$ cat config.mk
export PLATFORM = sky130hd
export DESIGN_NAME = async_serial_data_path
export DESIGN_NICKNAME = d
export VERILOG_FILES = /design/src/hw/asd_pkg.sv /design/src/hw/asd_fifo_if.sv /design/src/hw/async_serial_data_path.sv /design/src/hw/asd_rx_fifo.sv
export SDC_FILE = /design/constraint.sdc
export NUM_CORES = 1
export LEC_CHECK = 0
export ABC_AREA = 1
export ABC_CLOCK_PERIOD_IN_PS = 1600
export BUFFER_PORTS_ARGS = -buffer_cell sky130_fd_sc_hd__buf_2
export CAP_MARGIN = 5
export CORE_ASPECT_RATIO = 1.75
export CORE_MARGIN = 2
export CORE_UTILIZATION = 55
export DETAILED_ROUTE_END_ITERATION = 7
export GPL_ROUTABILITY_DRIVEN = 0
export HOLD_SLACK_MARGIN = 0.02
export PLACE_DENSITY = 0.78
export SLEW_MARGIN = 10
export SYNTH_ARGS = -nofsm -noshare
export SYNTH_HDL_FRONTEND = slang
export SYNTH_HIERARCHICAL = 1
export SYNTH_SLANG_ARGS = --single-unit
$ cat constraint.sdc
create_clock -name mclk -period 1.6 [get_ports mclk]
set_clock_uncertainty 0.05 [all_clocks]
set_input_delay 0.16 -clock mclk [delete_from_list [all_inputs] [get_ports mclk]]
set_output_delay 0.16 -clock mclk [all_outputs]
set_load 0.01 [all_outputs]
$ cat src/hw/asd_pkg.sv
// Constants shared by the asynchronous serial data path
package asd_pkg;
    localparam int          NUM_CH       = 2;
    localparam int          RX_DEPTH     = 4;
    localparam int          DATA_W       = 8;
    localparam int          FRAME_W      = 12;
    // Register byte addresses in I/O space
    localparam logic [7:0]  ADDR_TX_HOLD0 = 8'h06;
    localparam logic [7:0]  ADDR_TX_HOLD1 = 8'h07;
    localparam logic [7:0]  ADDR_RX_OUT0  = 8'h08;
    localparam logic [7:0]  ADDR_RX_OUT1  = 8'h09;
    // Format field bit positions
    localparam int          FMT_DATA_LEN  = 2;
    localparam int          FMT_PARITY_ON = 1;
    localparam int          FMT_STOP_LEN  = 0;
    // Reset values
    localparam logic [7:0]  RST_DATA      = 8'h00;
    localparam logic [11:0] RST_FRAME     = 12'hFFF;
    localparam logic [3:0]  RST_COUNT     = 4'h0;
    localparam logic        LINE_IDLE     = 1'b1;
    localparam logic        START_LEVEL   = 1'b0;
    typedef enum logic [1:0] {
        ASD_RX_IDLE,
        ASD_RX_DATA,
        ASD_RX_PARITY,
        ASD_RX_STOP
    } asd_rx_state_t;
endpackage : asd_pkg

$ cat src/hw/asd_fifo_if.sv
// Push and pop signals between a channel and its receive store
`timescale 1ns/10ps
`default_nettype none
interface asd_fifo_if #(parameter int WIDTH = 8);
    logic             ce;
    logic             push;
    logic [WIDTH-1:0] push_data;
    logic             full;
    logic             pop;
    logic [WIDTH-1:0] head;
    logic             empty;
    modport store (input ce, push, push_data, pop,
                   output full, head, empty);
    modport user  (output ce, push, push_data, pop,
                   input full, head, empty);
endinterface : asd_fifo_if
`default_nettype wire

$ cat src/hw/async_serial_data_path.sv
// Two-channel asynchronous serial transmit and receive data path
//
// What this block does
// - After a character, next waiting holding byte loads and starts at once.
// - With nothing to send, the transmit pin stays high.
// - Holding byte moves to shifter once empty; writes allowed while shifting.
// - Holding register reads back its contents without disturbing transmission.
// - Holding registers sit at I/O 06h and 07h.
// - Receive bits shift in; whole character moves to buffer when room.
// - Untransferred character when next completes raises overrun.
// - Four-deep receive store per channel; a read returns the oldest.
// - Receive registers are read-only at 08h and 09h.
// - Receiver keeps shifting a new character while the store is full.
// - Shift registers have no software address.
// - Full flag set on load into empty store, errors or not.
// - Three-bit format: data length, parity enable, stop count; start bit.
// - Disabling transmit aborts the character; empty flag keeps its value.
`timescale 1ns/10ps
`default_nettype none
module async_serial_data_path #(
    parameter int  NUM_CH     = asd_pkg::NUM_CH,
    parameter int  RX_DEPTH   = asd_pkg::RX_DEPTH,
    parameter bit  PARITY_ODD = 1'b0
) (
    input  wire logic              mclk,
    input  wire logic              rst_n,
    input  wire logic              clk_en,
    input  wire logic [7:0]        io_addr,
    input  wire logic [7:0]        io_wdata,
    input  wire logic              io_wr,
    input  wire logic              io_rd,
    output logic      [7:0]        io_rdata,
    input  wire logic [NUM_CH-1:0] bit_tick,
    input  wire logic [NUM_CH-1:0] serial_in_pin,
    output logic      [NUM_CH-1:0] serial_out_pin,
    input  wire logic [NUM_CH-1:0] tx_enable_bit,
    input  wire logic [NUM_CH-1:0] fmt_data_len,
    input  wire logic [NUM_CH-1:0] fmt_parity_on,
    input  wire logic [NUM_CH-1:0] fmt_stop_len,
    input  wire logic [NUM_CH-1:0] overrun_clr,
    output logic      [NUM_CH-1:0] tx_empty_flag,
    output logic      [NUM_CH-1:0] rx_full_flag,
    output logic      [NUM_CH-1:0] overrun_flag
);
    // Address hit for a channel from its base; used for every register
    function automatic logic addr_hit(input logic [7:0] addr,
                                      input logic [7:0] base,
                                      input int         ch);
        addr_hit = (addr == (base + 8'(ch)));
    endfunction : addr_hit

    logic [7:0] rd_mux [NUM_CH];
    logic [NUM_CH-1:0] rd_hit;

    genvar g;
    generate
        for (g = 0; g < NUM_CH; g++)
        begin : g_ch
            logic [7:0]               tx_hold;
            logic                     tx_full;
            logic [11:0]              tx_shifter;
            logic [3:0]               tx_left;
            logic                     tx_busy;
            logic                     tx_load;
            logic                     tx_last;
            logic [11:0]              next_frame;
            logic [3:0]               next_len;
            logic                     wr_tx;
            logic                     rd_tx;
            logic                     rd_rx;
            asd_pkg::asd_rx_state_t   rx_state;
            logic [7:0]               rx_work;
            logic [3:0]               rx_cnt;
            logic [7:0]               rx_shifter;
            logic                     rx_held;
            logic                     rx_done;
            logic [7:0]               rx_char;
            logic                     tick;

            asd_fifo_if #(.WIDTH(asd_pkg::DATA_W)) fif ();

            asd_rx_fifo #(
                .WIDTH (asd_pkg::DATA_W),
                .DEPTH (RX_DEPTH)
            ) u_fifo (
                .mclk  (mclk),
                .rst_n (rst_n),
                .fif   (fif)
            );

            // Decode; only holding and receive-out registers exist
            assign wr_tx = io_wr && addr_hit(io_addr,
                                             asd_pkg::ADDR_TX_HOLD0, g);
            assign rd_tx = io_rd && addr_hit(io_addr,
                                             asd_pkg::ADDR_TX_HOLD0, g);
            assign rd_rx = io_rd && addr_hit(io_addr,
                                             asd_pkg::ADDR_RX_OUT0, g);
            assign rd_hit[g] = rd_tx || rd_rx;
            assign rd_mux[g] = rd_tx ? tx_hold : fif.head;
            assign tick = bit_tick[g];

            // Build the outgoing frame, LSB first, padded with stop level
            always_comb
            begin
                logic [7:0] d;
                logic       par;
                int         n;
                d = 8'h00;
                par = 1'b0;
                n = 7;
                next_frame = asd_pkg::RST_FRAME;
                n = fmt_data_len[g] ? 8 : 7;
                d = fmt_data_len[g] ? tx_hold : {1'b0, tx_hold[6:0]};
                par = (^d) ^ PARITY_ODD;
                next_frame[0] = asd_pkg::START_LEVEL;
                for (int i = 0; i < 8; i++)
                begin
                    if (i < n)
                        next_frame[i+1] = d[i];
                end
                if (fmt_parity_on[g])
                    next_frame[n+1] = par;
                next_len = 4'(2 + n + (fmt_parity_on[g] ? 1 : 0)
                                    + (fmt_stop_len[g] ? 1 : 0));
            end

            assign tx_last = tx_busy && tick && (tx_left == 4'h1);
            // Load when idle or at the end of the current character
            assign tx_load = clk_en && tx_enable_bit[g] && tx_full
                             && (!tx_busy || tx_last);

            // Holding register: write sets, transfer clears, set wins
            always_ff @(posedge mclk or negedge rst_n)
            begin
                if (!rst_n)
                begin
                    tx_hold <= asd_pkg::RST_DATA;
                    tx_full <= 1'b0;
                end
                else if (clk_en)
                begin
                    if (wr_tx)
                        tx_hold <= io_wdata;
                    if (wr_tx)
                        tx_full <= 1'b1;
                    else if (tx_load)
                        tx_full <= 1'b0;
                end
            end

            // Transmit shifter; disable aborts, holding byte is kept
            always_ff @(posedge mclk or negedge rst_n)
            begin
                if (!rst_n)
                begin
                    tx_shifter <= asd_pkg::RST_FRAME;
                    tx_left    <= asd_pkg::RST_COUNT;
                    tx_busy    <= 1'b0;
                end
                else if (clk_en)
                begin
                    if (!tx_enable_bit[g])
                    begin
                        tx_busy    <= 1'b0;
                        tx_shifter <= asd_pkg::RST_FRAME;
                        tx_left    <= asd_pkg::RST_COUNT;
                    end
                    else if (tx_load)
                    begin
                        tx_shifter <= next_frame;
                        tx_left    <= next_len;
                        tx_busy    <= 1'b1;
                    end
                    else if (tx_last)
                        tx_busy    <= 1'b0;
                    else if (tx_busy && tick)
                    begin
                        tx_shifter <= {asd_pkg::LINE_IDLE, tx_shifter[11:1]};
                        tx_left    <= tx_left - 4'h1;
                    end
                end
            end

            // Pin from a flop bit; idle level when nothing shifts
            assign serial_out_pin[g] = tx_busy ? tx_shifter[0]
                                               : asd_pkg::LINE_IDLE;
            // Empty flag only follows the holding register
            assign tx_empty_flag[g] = !tx_full;

            // Receive framing, sampled once per bit tick
            always_ff @(posedge mclk or negedge rst_n)
            begin
                if (!rst_n)
                begin
                    rx_state <= asd_pkg::ASD_RX_IDLE;
                    rx_work  <= asd_pkg::RST_DATA;
                    rx_cnt   <= asd_pkg::RST_COUNT;
                end
                else if (clk_en && tick)
                begin
                    case (rx_state)
                        asd_pkg::ASD_RX_IDLE:
                        begin
                            rx_cnt <= asd_pkg::RST_COUNT;
                            if (serial_in_pin[g] == asd_pkg::START_LEVEL)
                                rx_state <= asd_pkg::ASD_RX_DATA;
                        end
                        asd_pkg::ASD_RX_DATA:
                        begin
                            rx_work <= {serial_in_pin[g], rx_work[7:1]};
                            rx_cnt  <= rx_cnt + 4'h1;
                            if (rx_cnt == (fmt_data_len[g] ? 4'h7 : 4'h6))
                                rx_state <= fmt_parity_on[g]
                                            ? asd_pkg::ASD_RX_PARITY
                                            : asd_pkg::ASD_RX_STOP;
                        end
                        asd_pkg::ASD_RX_PARITY:
                            rx_state <= asd_pkg::ASD_RX_STOP;
                        asd_pkg::ASD_RX_STOP:
                            rx_state <= asd_pkg::ASD_RX_IDLE;
                        default:
                            rx_state <= asd_pkg::ASD_RX_IDLE;
                    endcase
                end
            end

            // Character complete at stop bit, framing errors not filtered
            assign rx_done = clk_en && tick
                             && (rx_state == asd_pkg::ASD_RX_STOP);
            assign rx_char = fmt_data_len[g] ? rx_work
                                             : {1'b0, rx_work[7:1]};

            assign fif.ce        = clk_en;
            assign fif.push      = rx_held;
            assign fif.push_data = rx_shifter;
            assign fif.pop       = rd_rx;

            // Assembled character waits here until the store has room
            always_ff @(posedge mclk or negedge rst_n)
            begin
                if (!rst_n)
                begin
                    rx_shifter <= asd_pkg::RST_DATA;
                    rx_held    <= 1'b0;
                end
                else if (clk_en)
                begin
                    if (rx_done && (!rx_held || !fif.full))
                    begin
                        rx_shifter <= rx_char;
                        rx_held    <= 1'b1;
                    end
                    else if (rx_held && !fif.full)
                        rx_held    <= 1'b0;
                end
            end

            // Overrun keeps the older character; set wins over clear
            always_ff @(posedge mclk or negedge rst_n)
            begin
                if (!rst_n)
                    overrun_flag[g] <= 1'b0;
                else if (clk_en)
                begin
                    if (rx_done && rx_held && fif.full)
                        overrun_flag[g] <= 1'b1;
                    else if (overrun_clr[g])
                        overrun_flag[g] <= 1'b0;
                end
            end

            assign rx_full_flag[g] = !fif.empty;
        end
    endgenerate

    // Registered read data; unmapped reads return zero
    always_ff @(posedge mclk or negedge rst_n)
    begin
        if (!rst_n)
            io_rdata <= asd_pkg::RST_DATA;
        else if (clk_en && io_rd)
        begin
            io_rdata <= asd_pkg::RST_DATA;
            for (int c = 0; c < NUM_CH; c++)
            begin
                if (rd_hit[c])
                    io_rdata <= rd_mux[c];
            end
        end
    end
endmodule : async_serial_data_path
`default_nettype wire

$ cat src/hw/asd_rx_fifo.sv
// First-in first-out store for received characters
`timescale 1ns/10ps
`default_nettype none
module asd_rx_fifo #(
    parameter int WIDTH = asd_pkg::DATA_W,
    parameter int DEPTH = asd_pkg::RX_DEPTH
) (
    input  wire logic  mclk,
    input  wire logic  rst_n,
    asd_fifo_if.store  fif
);
    localparam int AW = (DEPTH > 1) ? $clog2(DEPTH) : 1;

    logic [WIDTH-1:0] mem [DEPTH];
    logic [AW-1:0]    wr_ptr;
    logic [AW-1:0]    rd_ptr;
    logic [AW:0]      count;
    logic             do_push;
    logic             do_pop;

    // Refused push or pop simply does nothing
    assign do_push   = fif.ce && fif.push && !fif.full;
    assign do_pop    = fif.ce && fif.pop && !fif.empty;
    assign fif.full  = (count == (AW+1)'(DEPTH));
    assign fif.empty = (count == '0);
    assign fif.head  = mem[rd_ptr];  // Oldest character

    // Storage array, no reset needed for data
    always_ff @(posedge mclk)
    begin
        if (do_push)
            mem[wr_ptr] <= fif.push_data;
    end

    // Pointers wrap at depth
    always_ff @(posedge mclk or negedge rst_n)
    begin
        if (!rst_n)
        begin
            wr_ptr <= '0;
            rd_ptr <= '0;
        end
        else
        begin
            if (do_push)
                wr_ptr <= (wr_ptr == AW'(DEPTH-1)) ? '0 : wr_ptr + 1'b1;
            if (do_pop)
                rd_ptr <= (rd_ptr == AW'(DEPTH-1)) ? '0 : rd_ptr + 1'b1;
        end
    end

    // Occupancy count
    always_ff @(posedge mclk or negedge rst_n)
    begin
        if (!rst_n)
            count <= '0;
        else if (do_push && !do_pop)
            count <= count + 1'b1;
        else if (do_pop && !do_push)
            count <= count - 1'b1;
    end
endmodule : asd_rx_fifo
`default_nettype wire

==> results of run 1 <==
state kept, by name (all words and copies together) (netlist names), 4 cells and up:
signal and flops:
g_ch.rx_work 16, g_ch.rx_state 4, g_ch.u_fifo/wr_ptr 4, io_rdata 8, g_ch.tx_left 8, g_ch.u_fifo/mem 64
g_ch.u_fifo/rd_ptr 4, g_ch.rx_cnt 8, g_ch.u_fifo/count 6, g_ch.tx_shifter 20, g_ch.tx_hold 16, g_ch.fif.push_data 16
per-stage QoR:
step | cells | utilization, % | setup TNS [ps] | instance area [sq um]
finish | 1422 | 72.7 | -2480 | 11800
global route | 1422 | 72.7 | -4140 | 11800
CTS | 1402 | 69.9 | -113 | 11400
detailed placement | 1329 | 62.1 | -3990 | 10100
global placement | 1329 | 62.1 | -2280 | 10100
floorplan | 1029 | - | -393 | 9130
per-layer routing:
metal | wire length (um) | part of all wire (%) | vias up | track usage [%]
met1 | 8390 | 34 | 3727 | 28.6
met5 | 0 | 0 | - | 0
li1 | - | - | 3730 | -
met2 | 13200 | 54 | 334 | 46.4
met3 | 1380 | 5.6 | 102 | 4.31
met4 | 1410 | 5.8 | 0 | 15.7
power by group through the flow:
stage / sequential [W] / clock, W / combinational [W]
finish: 0.00730 / 0.00419 / 0.00533
detailed placement: 0.00719 / 0 / 0.00371
floorplan: 0.00697 / 0 / 0.00249
global placement: 0.00714 / 0 / 0.00356
CTS: 0.00716 / 0.00421 / 0.00444
global route: 0.00744 / 0.00441 / 0.00583
critical path, delay by kind of cell, from the launching register on:
family	cells	cell delay (ps)
buffers and inverters	2	400
flip-flops	1	400
AO/OA/AOI/OAI	2	360
AND/OR/NAND/NOR	5	540
cells by family after synthesis:
logic type / share of synthesized area, %
compound gates: 11.6
xor+xnor: 1.64
fa+ha+maj: 4.47
buf+inv: 8.64
flops: 54.0
simple gates: 19.6
worst min-delay path by stage:
| stage | from | end | slack (ps) |
|---|---|---|---|
| after floorplan | rst_n | g_ch[0].fif.push | -190 |
| after global routing | fmt_parity_on[1] | g_ch[1].tx_shifter[9] | 80 |
| after global placement | rst_n | g_ch[0].rx_cnt[2] | 40 |
| final | fmt_parity_on[1] | g_ch[1].tx_shifter[9] | 60 |
| after CTS | fmt_parity_on[0] | g_ch[0].tx_shifter[9] | 60 |
| after detailed placement | rst_n | g_ch[0].rx_cnt[2] | 40 |
area by class of cell:
cell class	count	area share (%)
clock inverters	15	1.30
repair buffers	198	13.5
multi-input cells	669	33.2
repair inverters	1	0.0740
well taps	192	2.03
clock buffers	17	3.59
flip-flops and latches	182	41.4
inverters	148	4.92
cells in the final DEF (no fill, tap or decap), types with 15 or more instances in the layout:
cell,count
o21ai_1,34
nand2_2,16
inv_2,25
buf_4,110
dfstp_2,20
clkbuf_16,17
o21ai_2,15
a21oi_1,24
nand2_1,293
inv_1,117
nor2_1,48
o211ai_1,30
ha_1,20
buf_6,17
o21ai_0,39
dfrtp_1,96
edfxtp_1,64
nand3_1,35
a31oi_1,15
buf_2,47
timing repair:
action,4_1_cts,5_1_grt
hold buffers,14,0
gates resized for setup,75,91
gates cloned,2,2
endpoints found under the hold margin,124,0
setup buffers,26,19
pin swaps,26,40
endpoints found under the setup margin,44,53
==> results.yml, run 1 <==
outcome:
  outcome: "finished with violations"
  violations: "setup timing"
pwr:
  finalPower_w: 0.0168
  pwr-share-comb_pct: 31.7
  clkPwrFrac_pct: 24.9
  seq_power_share_pct: 43.4
  p_leak_nw: 5.57
  p_sw_w: 0.00587
  internal_power_w: 0.0109
  power_density_nw_per_um2: 1420
  switching_share_pct: 34.9
  ir_drop_mv: 0.908
layout:
  layout-drive-gt1-share_pct: 29.6
  syn_to_final_growth_pct: 30.6
  regArea_sq_um: 4900
  multi_input_area_sq_um: 3930
  nets: 1282
  n_fill_cell: 1073
  antenna_cells: 0
detailed_routing:
  drt_iter0_drc: 622
  drt-wirelength-per-cell_um: 17.2
  vias: 7893
  drt-total-wl_mm: 24.4
  dr.pass1.iters: 5
  ant_nets: 0
  viasPerCell: 5.55
  drc: 0
synth:
  synth_common_cells: "nand2_1, inv_1, dfrtp_1"
  syn_nets: 1094
  synth_largest_area_cell: "dfrtp_1"
  ys.warnings.count: 6
  ys_types: 36
  syn_inst: 1029
  post-synth-top-count-cell: "nand2_1"
  synth_ff_type: "dfrtp_1"
  netlist.area_leader.share_pct: 27.0
  synth-edff-count: 64
  yosysSeqAreaShare_pct: 54.0
  ys_seq_elements: 182
  syn_area_sq_um: 9070
  syn_avg_cell_area_sq_um: 8.81
  synth-async-reset-ratio_pct: 64.8
  synthTopCellsByArea: "dfrtp_1, edfxtp_1, nand2_1, dfstp_2, inv_1"
critical_path:
  crit_fanout: 8
  critPathKind: "register to register"
  critPathRequiredTime_ps: 1920
  critPathLaunchType: "register"
  slowest_stage: "dfrtp_1"
  reg2reg_depth: 9
  cp_common_cell: "nand2_1"
  r2r_slack_ps: -230
  cpPeakStageDelay_ps: 400
  worstPathCellList: "inv_1 -> nand3_4 -> o21ai_4 -> nand2_4 -> buf_12 -> a21oi_1 -> nand2_1 -> nand2_1 -> nand2_1"
  cp-startpoint: "g_ch[0].tx_left[2]"
  cp-endpoint: "g_ch[0].tx_shifter[8]"
  rr_endpoint: "g_ch[0].tx_shifter[8]"
  arrival_ps: 2140
  end_kind: "register"
  r2r_start: "g_ch[0].tx_left[2]"
hold_path:
  whs_path_depth: 4
  min_path_type: "input port to register"
timing:
  relSlewSlack_pct: 71.1
  slew_viol_final: 0
  finalCritPeriodShare_pct: 114
  max_clock_freq_ghz: 0.547
  setup_violations: 26
  worstMarginPinSlew_ps: 431
  holdWs_ps: 64.8
  hold_viol: 0
  fin_ws_ps: -227
  grt_setup_unrepaired: "yes"
  min_period_ps: 1830
floorplan:
  dieArea_sq_um: 17600
  rows: 62
  core_sq_um: 16300
  die_x_um: 101
  start_util_pct: 55.7
  boundaryPins: 51
  die_h_um: 174
global_route:
  antenna_found_initial: 0
  grt_pass1_wl_mm: 35.7
  grt-ovfl-total: 0
  first_global_vias: 7601
  grt.total_usage_pct: 26.2
  grt_max_degree: 53
clocking:
  clk_path_buf_depth: 2
  cts_tree: "built"
  clock_sinks: 182
  clock_latency_ps: 440
  cts_made_buffers: 17
  root_buffer: "clkbuf_16"
  clk_pin_slew_ps: 80
  htree_levels: 4
placement:
  io_buffers: 50
  hpwlAfterDp_mm: 14.8
  pre_cts_slack_ps: -438
flow_run:
  cap_violations: 0
Note: power is estimated with default switching activity, not from simulation.
==> run 2, diff against run 1 <==
--- a/config.mk
+++ b/config.mk
@@ -5,7 +5,6 @@
 export SDC_FILE = /design/constraint.sdc
 export NUM_CORES = 1
 export LEC_CHECK = 0
-export ABC_AREA = 1
 export ABC_CLOCK_PERIOD_IN_PS = 1600
 export BUFFER_PORTS_ARGS = -buffer_cell sky130_fd_sc_hd__buf_2
 export CAP_MARGIN = 5
==> run 2 against run 1 <==
  * Maximum frequency decreased by 5.6%
  * Non-clock buffer count is 13 lower
  * First-iteration DRC count is 45% lower
  * Critical path depth shrank 2
  * The flow still finishes with violations (setup timing)
  * Critical path type unchanged
  * Clock-buffer cell count increased by 3
  * Cell count down 26%
  * Flip-flop and latch count stayed put
  * Worst hold slack better by 14 ps
  * Critical endpoint is now g_ch[0].u_fifo/count[1]
  * Sequential power fell by 9.0%
  * Core utilization rose by 1.3 points
  * Die area is 3.8% lower
  * Sequential share of layout area rose by 1.5 points
==> results.yml, run 2 <==
outcome:
  outcome: "finished with violations"
  violations: "setup timing"
floorplan:
  rows: 60
  core_sq_um: 15500
  die_h_um: 171
  boundaryPins: 51
  start_util_pct: 56.3
  dieArea_sq_um: 16900
  die_x_um: 99.1
synth:
  yosysSeqAreaShare_pct: 56.2
  ys_types: 64
  netlist.area_leader.share_pct: 28.1
  post-synth-top-count-cell: "dfrtp_1"
  yosys.area_share.xor_xnor_pct: 2.53
  synth_common_cells: "dfrtp_1, edfxtp_1, nand2_1"
  syn_area_sq_um: 8710
  synth_top_family_by_area: "multiplexers"
  syn_avg_cell_area_sq_um: 13.0
  synthTopCellsByArea: "dfrtp_1, edfxtp_1, dfstp_2, mux2_2, mux4_2"
  synth-simple-area-share_pct: 9.64
  synth_largest_area_cell: "dfrtp_1"
  synth_ff_type: "dfrtp_1"
  syn_nets: 733
  synth-async-reset-ratio_pct: 64.8
  synth_compound_gate_area_share_pct: 9.88
  synth-edff-count: 64
  syn_inst: 668
  synthMuxAreaShare_pct: 13.9
  synthAdderAreaFrac_pct: 4.65
  ys_seq_elements: 182
  ys.warnings.count: 6
timing:
  tns_ps: -3930
  max_clock_freq_ghz: 0.517
  hold_viol: 0
  worstMarginPinSlew_ps: 487
  finalCritPeriodShare_pct: 121
  slew_viol_final: 0
  setup_violations: 45
  relSlewSlack_pct: 67.6
  grt_setup_unrepaired: "yes"
  min_period_ps: 1940
  fin_ws_ps: -336
global_route:
  antenna_found_initial: 0
  grt_pass1_wl_mm: 33.2
  first_global_vias: 6395
  grt_max_degree: 72
  grt.total_usage_pct: 25.6
  grt-ovfl-total: 0
layout:
  final_cell_mix: "buf_4, dfrtp_1, edfxtp_1, nand2_1, buf_2"
  syn_to_final_growth_pct: 31.2
  largest_reg_flops: 64
  layout-drive-gt1-share_pct: 46.0
  nets: 913
  fin_area_sq_um: 11400
  layout_commonest_cell: "buf_4"
  top_register: "g_ch.u_fifo/mem"
  top_regs: "g_ch.u_fifo/mem: 64 flops, g_ch.tx_shifter: 20 flops"
critical_path:
  rr_endpoint: "g_ch[0].u_fifo/count[1]"
  cp-endpoint: "g_ch[0].u_fifo/count[1]"
  cp-startpoint: "g_ch[0].u_fifo/count[0]"
  critPathLaunchType: "register"
  critPathKind: "register to register"
  reg2reg_depth: 7
  critPathRequiredTime_ps: 1860
  r2r_start: "g_ch[0].u_fifo/count[0]"
  arrival_ps: 2190
  crit_fanout: 3
  r2r_slack_ps: -340
  end_kind: "register"
pwr:
  power_density_nw_per_um2: 1300
  p_sw_w: 0.00471
  p_leak_nw: 4.90
  seq_power_share_pct: 44.8
  ir_drop_mv: 0.902
  pwr-share-comb_pct: 27.6
  internal_power_w: 0.0101
  clkPwrFrac_pct: 27.6
  switching_share_pct: 31.8
placement:
  dpl_cell_area_sq_um: 9890
  io_buffers: 50
  hpwlAfterDp_mm: 14.9
clocking:
  clock_sinks: 182
  htree_levels: 4
  clock_latency_ps: 430
  clk_pin_slew_ps: 70
  root_buffer: "clkbuf_16"
  cts_made_buffers: 17
  cts_tree: "built"
  clk_path_buf_depth: 2
detailed_routing:
  drt-total-wl_mm: 22.2
  viasPerCell: 5.87
  dr.pass1.iters: 5
  drt-wirelength-per-cell_um: 21.2
  drc: 0
  ant_nets: 0
  drt_iter0_drc: 340
  vias: 6156
hold_path:
  min_path_type: "input port to register"
flow_run:
  cap_violations: 0
-- run 2: changes by cell type after synthesis, sizes merged, moves of 24 or more --
cell | before | now
nand2 | 321 | 59
inv | 148 | 35
mux2 | 0 | 45
o21ai | 90 | 48
nand3 | 46 | 15
o211ai | 32 | 1
mux2i | 0 | 30
nor2 | 60 | 36
-- run 2: worst min-delay path by stage --
| stage | startpoint | endpoint | depth (start not counted) | slack, ps |
|---|---|---|---|---|
| 3_3_place_gp | rst_n | g_ch[0].tx_left[3] | 2 | 120 |
| 4_1_cts | fmt_parity_on[0] | g_ch[0].tx_shifter[9] | 3 | 50 |
| 5_1_grt | fmt_parity_on[1] | g_ch[1].tx_shifter[8] | 3 | 90 |
| 6_report | fmt_parity_on[1] | g_ch[1].tx_shifter[8] | 3 | 80 |
| 2_1_floorplan | rst_n | g_ch[0].fif.push | 0 | -190 |
| 3_5_place_dp | rst_n | g_ch[0].tx_left[3] | 2 | 120 |
-- run 2: final cells by class --
cell class                      count  area, sq um
Sequential cell                   182         4910
Multi-Input combinational cell    427         4060
Fill cell                         849         4030
Timing Repair Buffer              185         1520
Clock buffer                       20          468
Tap cell                          186          233
Inverter                           35          131
Clock inverter                     12          105
Antenna cell                        1         2.50
-- run 2: layer usage --
metal / up-vias / wire, um / global-route usage (%) / share of wire, %
met5: - / 0 / 0 / 0
met4: 0 / 878 / 11.4 / 4.0
met3: 63 / 954 / 3.47 / 4.3
met2: 236 / 12500 / 47.9 / 56
met1: 3073 / 7860 / 28.4 / 35
li1: 2784 / - / - / -
-- run 2: stage by stage --
stage                     total power [W]  cells  worst slack (ps)  hold WS [ps]  util, %
after floorplan                   0.00844    668              -397          -186        -
after global placement            0.00945    967              -516           120     64.0
after detailed placement          0.00983    967              -569           124     64.0
after CTS                          0.0143   1032              -329          52.2     71.1
after global routing               0.0155   1047              -392          93.8     73.9
final                              0.0148   1048              -336          78.8     73.9
-- run 2: what timing repair did --
action	CTS	global route
resized for setup	51	77
hold buffers	15	0
endpoints found under the setup margin	43	68
setup buffers	18	12
hold endpoints to repair	125	0
cloned	1	3
pin swaps	39	42
-- run 2: worst max-delay path, stage by stage (launching register included) --
cell	delay, ps
dfrtp_2	440
buf_4	150
nor3b_4	230
nor2_4	70
ha_4	160
inv_2	50
fa_2	410
mux2_2	260
-- run 2: cells by family (layout without fill, tap and decap cells) --
group,after synthesis,count (layout)
other,0,1
adders and majority gates,30,30
muxes,91,91
and+or+nand+nor,150,151
buffers and inverters,60,252
DFF,182,182
AOI/OAI and AO/OA,133,133
xor gates and xnor gates,22,22
-- run 2: power by group through the flow --
| stage | clock, W | sequential, W | combinational (W) |
|---|---|---|---|
| floorplan | 0 | 0.00642 | 0.00202 |
| global placement | 0 | 0.00651 | 0.00294 |
| detailed placement | 0 | 0.00664 | 0.00318 |
| CTS | 0.00411 | 0.00658 | 0.00359 |
| global route | 0.00432 | 0.00674 | 0.00445 |
| finish | 0.00409 | 0.00664 | 0.00409 |
==> run 3, diff against run 2 <==
==> constraint.sdc (replaced) <==
create_clock -name mclk -period 1.6 [get_ports mclk]
set_clock_uncertainty 0.05 [all_clocks]
set_input_delay 0.32 -clock mclk [delete_from_list [all_inputs] [get_ports mclk]]
set_output_delay 0.32 -clock mclk [all_outputs]
set_load 0.01 [all_outputs]
==> run 3 against run 2 <==
  * Critical path depth is 1 higher
  * Cell count is 0.86% lower
  * Worst hold slack better by 4.3 ps
  * Non-clock buffer count is 10 lower
  * The flow still finishes with violations (setup timing)
  * Design area is 1.3% lower
  * Clock-buffer cell count is 2 higher
  * Sequential share of layout area is 0.53 points higher
  * Routed wire length is 2.3% higher
==> results.yml, run 3 (synthesized netlist as in run 2, its figures left out) <==
layout:
  top_register: "g_ch.u_fifo/mem"
  n_fill_cell: 912
  syn_to_final_growth_pct: 29.5
  layout-drive-gt1-share_pct: 47.1
  fin_area_sq_um: 11300
  nets: 904
  final_cell_mix: "buf_4, dfrtp_1, edfxtp_1, nand2_1, buf_2"
  top_regs: "g_ch.u_fifo/mem: 64 flops, g_ch.tx_shifter: 20 flops"
  layout_commonest_cell: "buf_4"
  utilization_pct: 73.0
  largest_reg_flops: 64
critical_path:
  critPathLaunchType: "register"
  crit_family: "simple AND/OR/NAND/NOR gates"
  critPathRequiredTime_ps: 1890
  slowest_stage: "dfrtp_1"
  end_kind: "register"
  cp-startpoint: "g_ch[0].u_fifo/count[1]"
  r2r_start: "g_ch[0].u_fifo/count[1]"
  worstPathCellList: "nor3_2 -> nand3b_4 -> ha_4 -> inv_2 -> fa_2 -> xor2_2 -> nor2_2 -> xor2_1"
  arrival_ps: 2260
  critPathKind: "register to register"
  cpPeakStageDelay_ps: 400
  critical_path_buf_inv_count: 1
  crit_fanout: 2
floorplan:
  start_util_pct: 56.3
  core_sq_um: 15500
  rows: 60
  die_x_um: 99.1
  dieArea_sq_um: 16900
  die_h_um: 171
  boundaryPins: 51
detailed_routing:
  viasPerCell: 6.02
  drt_iter0_drc: 334
  drt-total-wl_mm: 22.7
  drt-wirelength-per-cell_um: 21.8
  vias: 6255
  ant_nets: 0
  drc: 0
  dr.pass1.iters: 5
timing:
  max_clock_freq_ghz: 0.508
  slew_viol_final: 0
  setup_violations: 40
  relSlewSlack_pct: 65.9
  worstMarginPinSlew_ps: 507
  fin_ws_ps: -370
  grt_setup_unrepaired: "yes"
  holdWs_ps: 83.1
  min_period_ps: 1970
  hold_viol: 0
  finalCritPeriodShare_pct: 123
global_route:
  grt_pass1_wl_mm: 33.4
  first_global_vias: 6495
  antenna_found_initial: 1
  grt.total_usage_pct: 25.6
  grt-ovfl-total: 0
  grt_max_degree: 60
outcome:
  outcome: "finished with violations"
  violations: "setup timing"
placement:
  hpwlAfterDp_mm: 14.4
  pre_cts_slack_ps: -689
  dpl_cell_area_sq_um: 9910
  io_buffers: 50
clocking:
  root_buffer: "clkbuf_16"
  clk_pin_slew_ps: 70
  clock_sinks: 182
  htree_levels: 4
  cts_made_buffers: 17
  clock_latency_ps: 430
  cts_tree: "built"
  clk_path_buf_depth: 2
pwr:
  ir_drop_mv: 1.04
  power_density_nw_per_um2: 1310
  finalPower_w: 0.0148
  p_leak_nw: 4.88
hold_path:
  min_path_type: "input port to register"
  hp-start: "io_wdata[0]"
flow_run:
  cap_violations: 0
[run 3: cell types whose count changed in the layout (fill, tap and decap cells not counted), moves of 5 or more]
cell,previous run,this run
dlygate4sd3_1,15,1
buf_12,9,3
buf_6,16,21
o21ai_0,22,17
[run 3: per-layer routing]
metal  global-route usage (%)  vias to the layer above  share of wire, %
li1                         -                     2768                 -
met1                     27.1                     3176                34
met2                     47.1                      221                56
met3                     4.33                       90               4.2
met4                     14.9                        0               6.3
met5                        0                        -                 0
[run 3: through the flow]
step,instances,setup TNS [ps]
2_1_floorplan,668,-3020
3_3_place_gp,975,-12900
3_5_place_dp,975,-17840
4_1_cts,1024,-2320
5_1_grt,1038,-6740
6_report,1039,-3720
[run 3: worst paths after layout]
kind                       slack, ps  cells after the start                 endpoint
hold / removal                    80                      2       g_ch[0].tx_hold[0]
setup / recovery                -370                      8  g_ch[0].u_fifo/count[2]
hold reg to reg                  440                      2          overrun_flag[0]
max in group asynchronous        720                      3    g_ch[1].tx_shifter[0]
min in group asynchronous        390                      2    g_ch[0].tx_shifter[1]
setup reg to reg                -370                      8  g_ch[0].u_fifo/count[2]
[run 3: cell type report]
type	instances	area (sq um)	share of cell area, %
Antenna cell	1	2.50	0.0222
Timing Repair Buffer	175	1360	12.0
Sequential cell	182	4900	43.5
Inverter	35	131	1.16
Clock inverter	10	82.6	0.732
Tap cell	186	233	2.06
Clock buffer	22	497	4.40
Multi-Input combinational cell	428	4080	36.1
[run 3: timing repair]
item,in CTS,in global routing
gates cloned,1,5
gates resized for setup,58,88
hold buffers,1,0
endpoints found under the setup margin,47,127
hold endpoints to repair,104,0
pin swaps,31,49
buffers inserted,18,17
[run 3: where the power goes]
group          switching (W)  leakage, nW  internal (W)
logic                0.00196         2.52       0.00218
clock network        0.00184        0.280       0.00225
registers           0.000856         2.08       0.00574
total                0.00466         4.88        0.0102
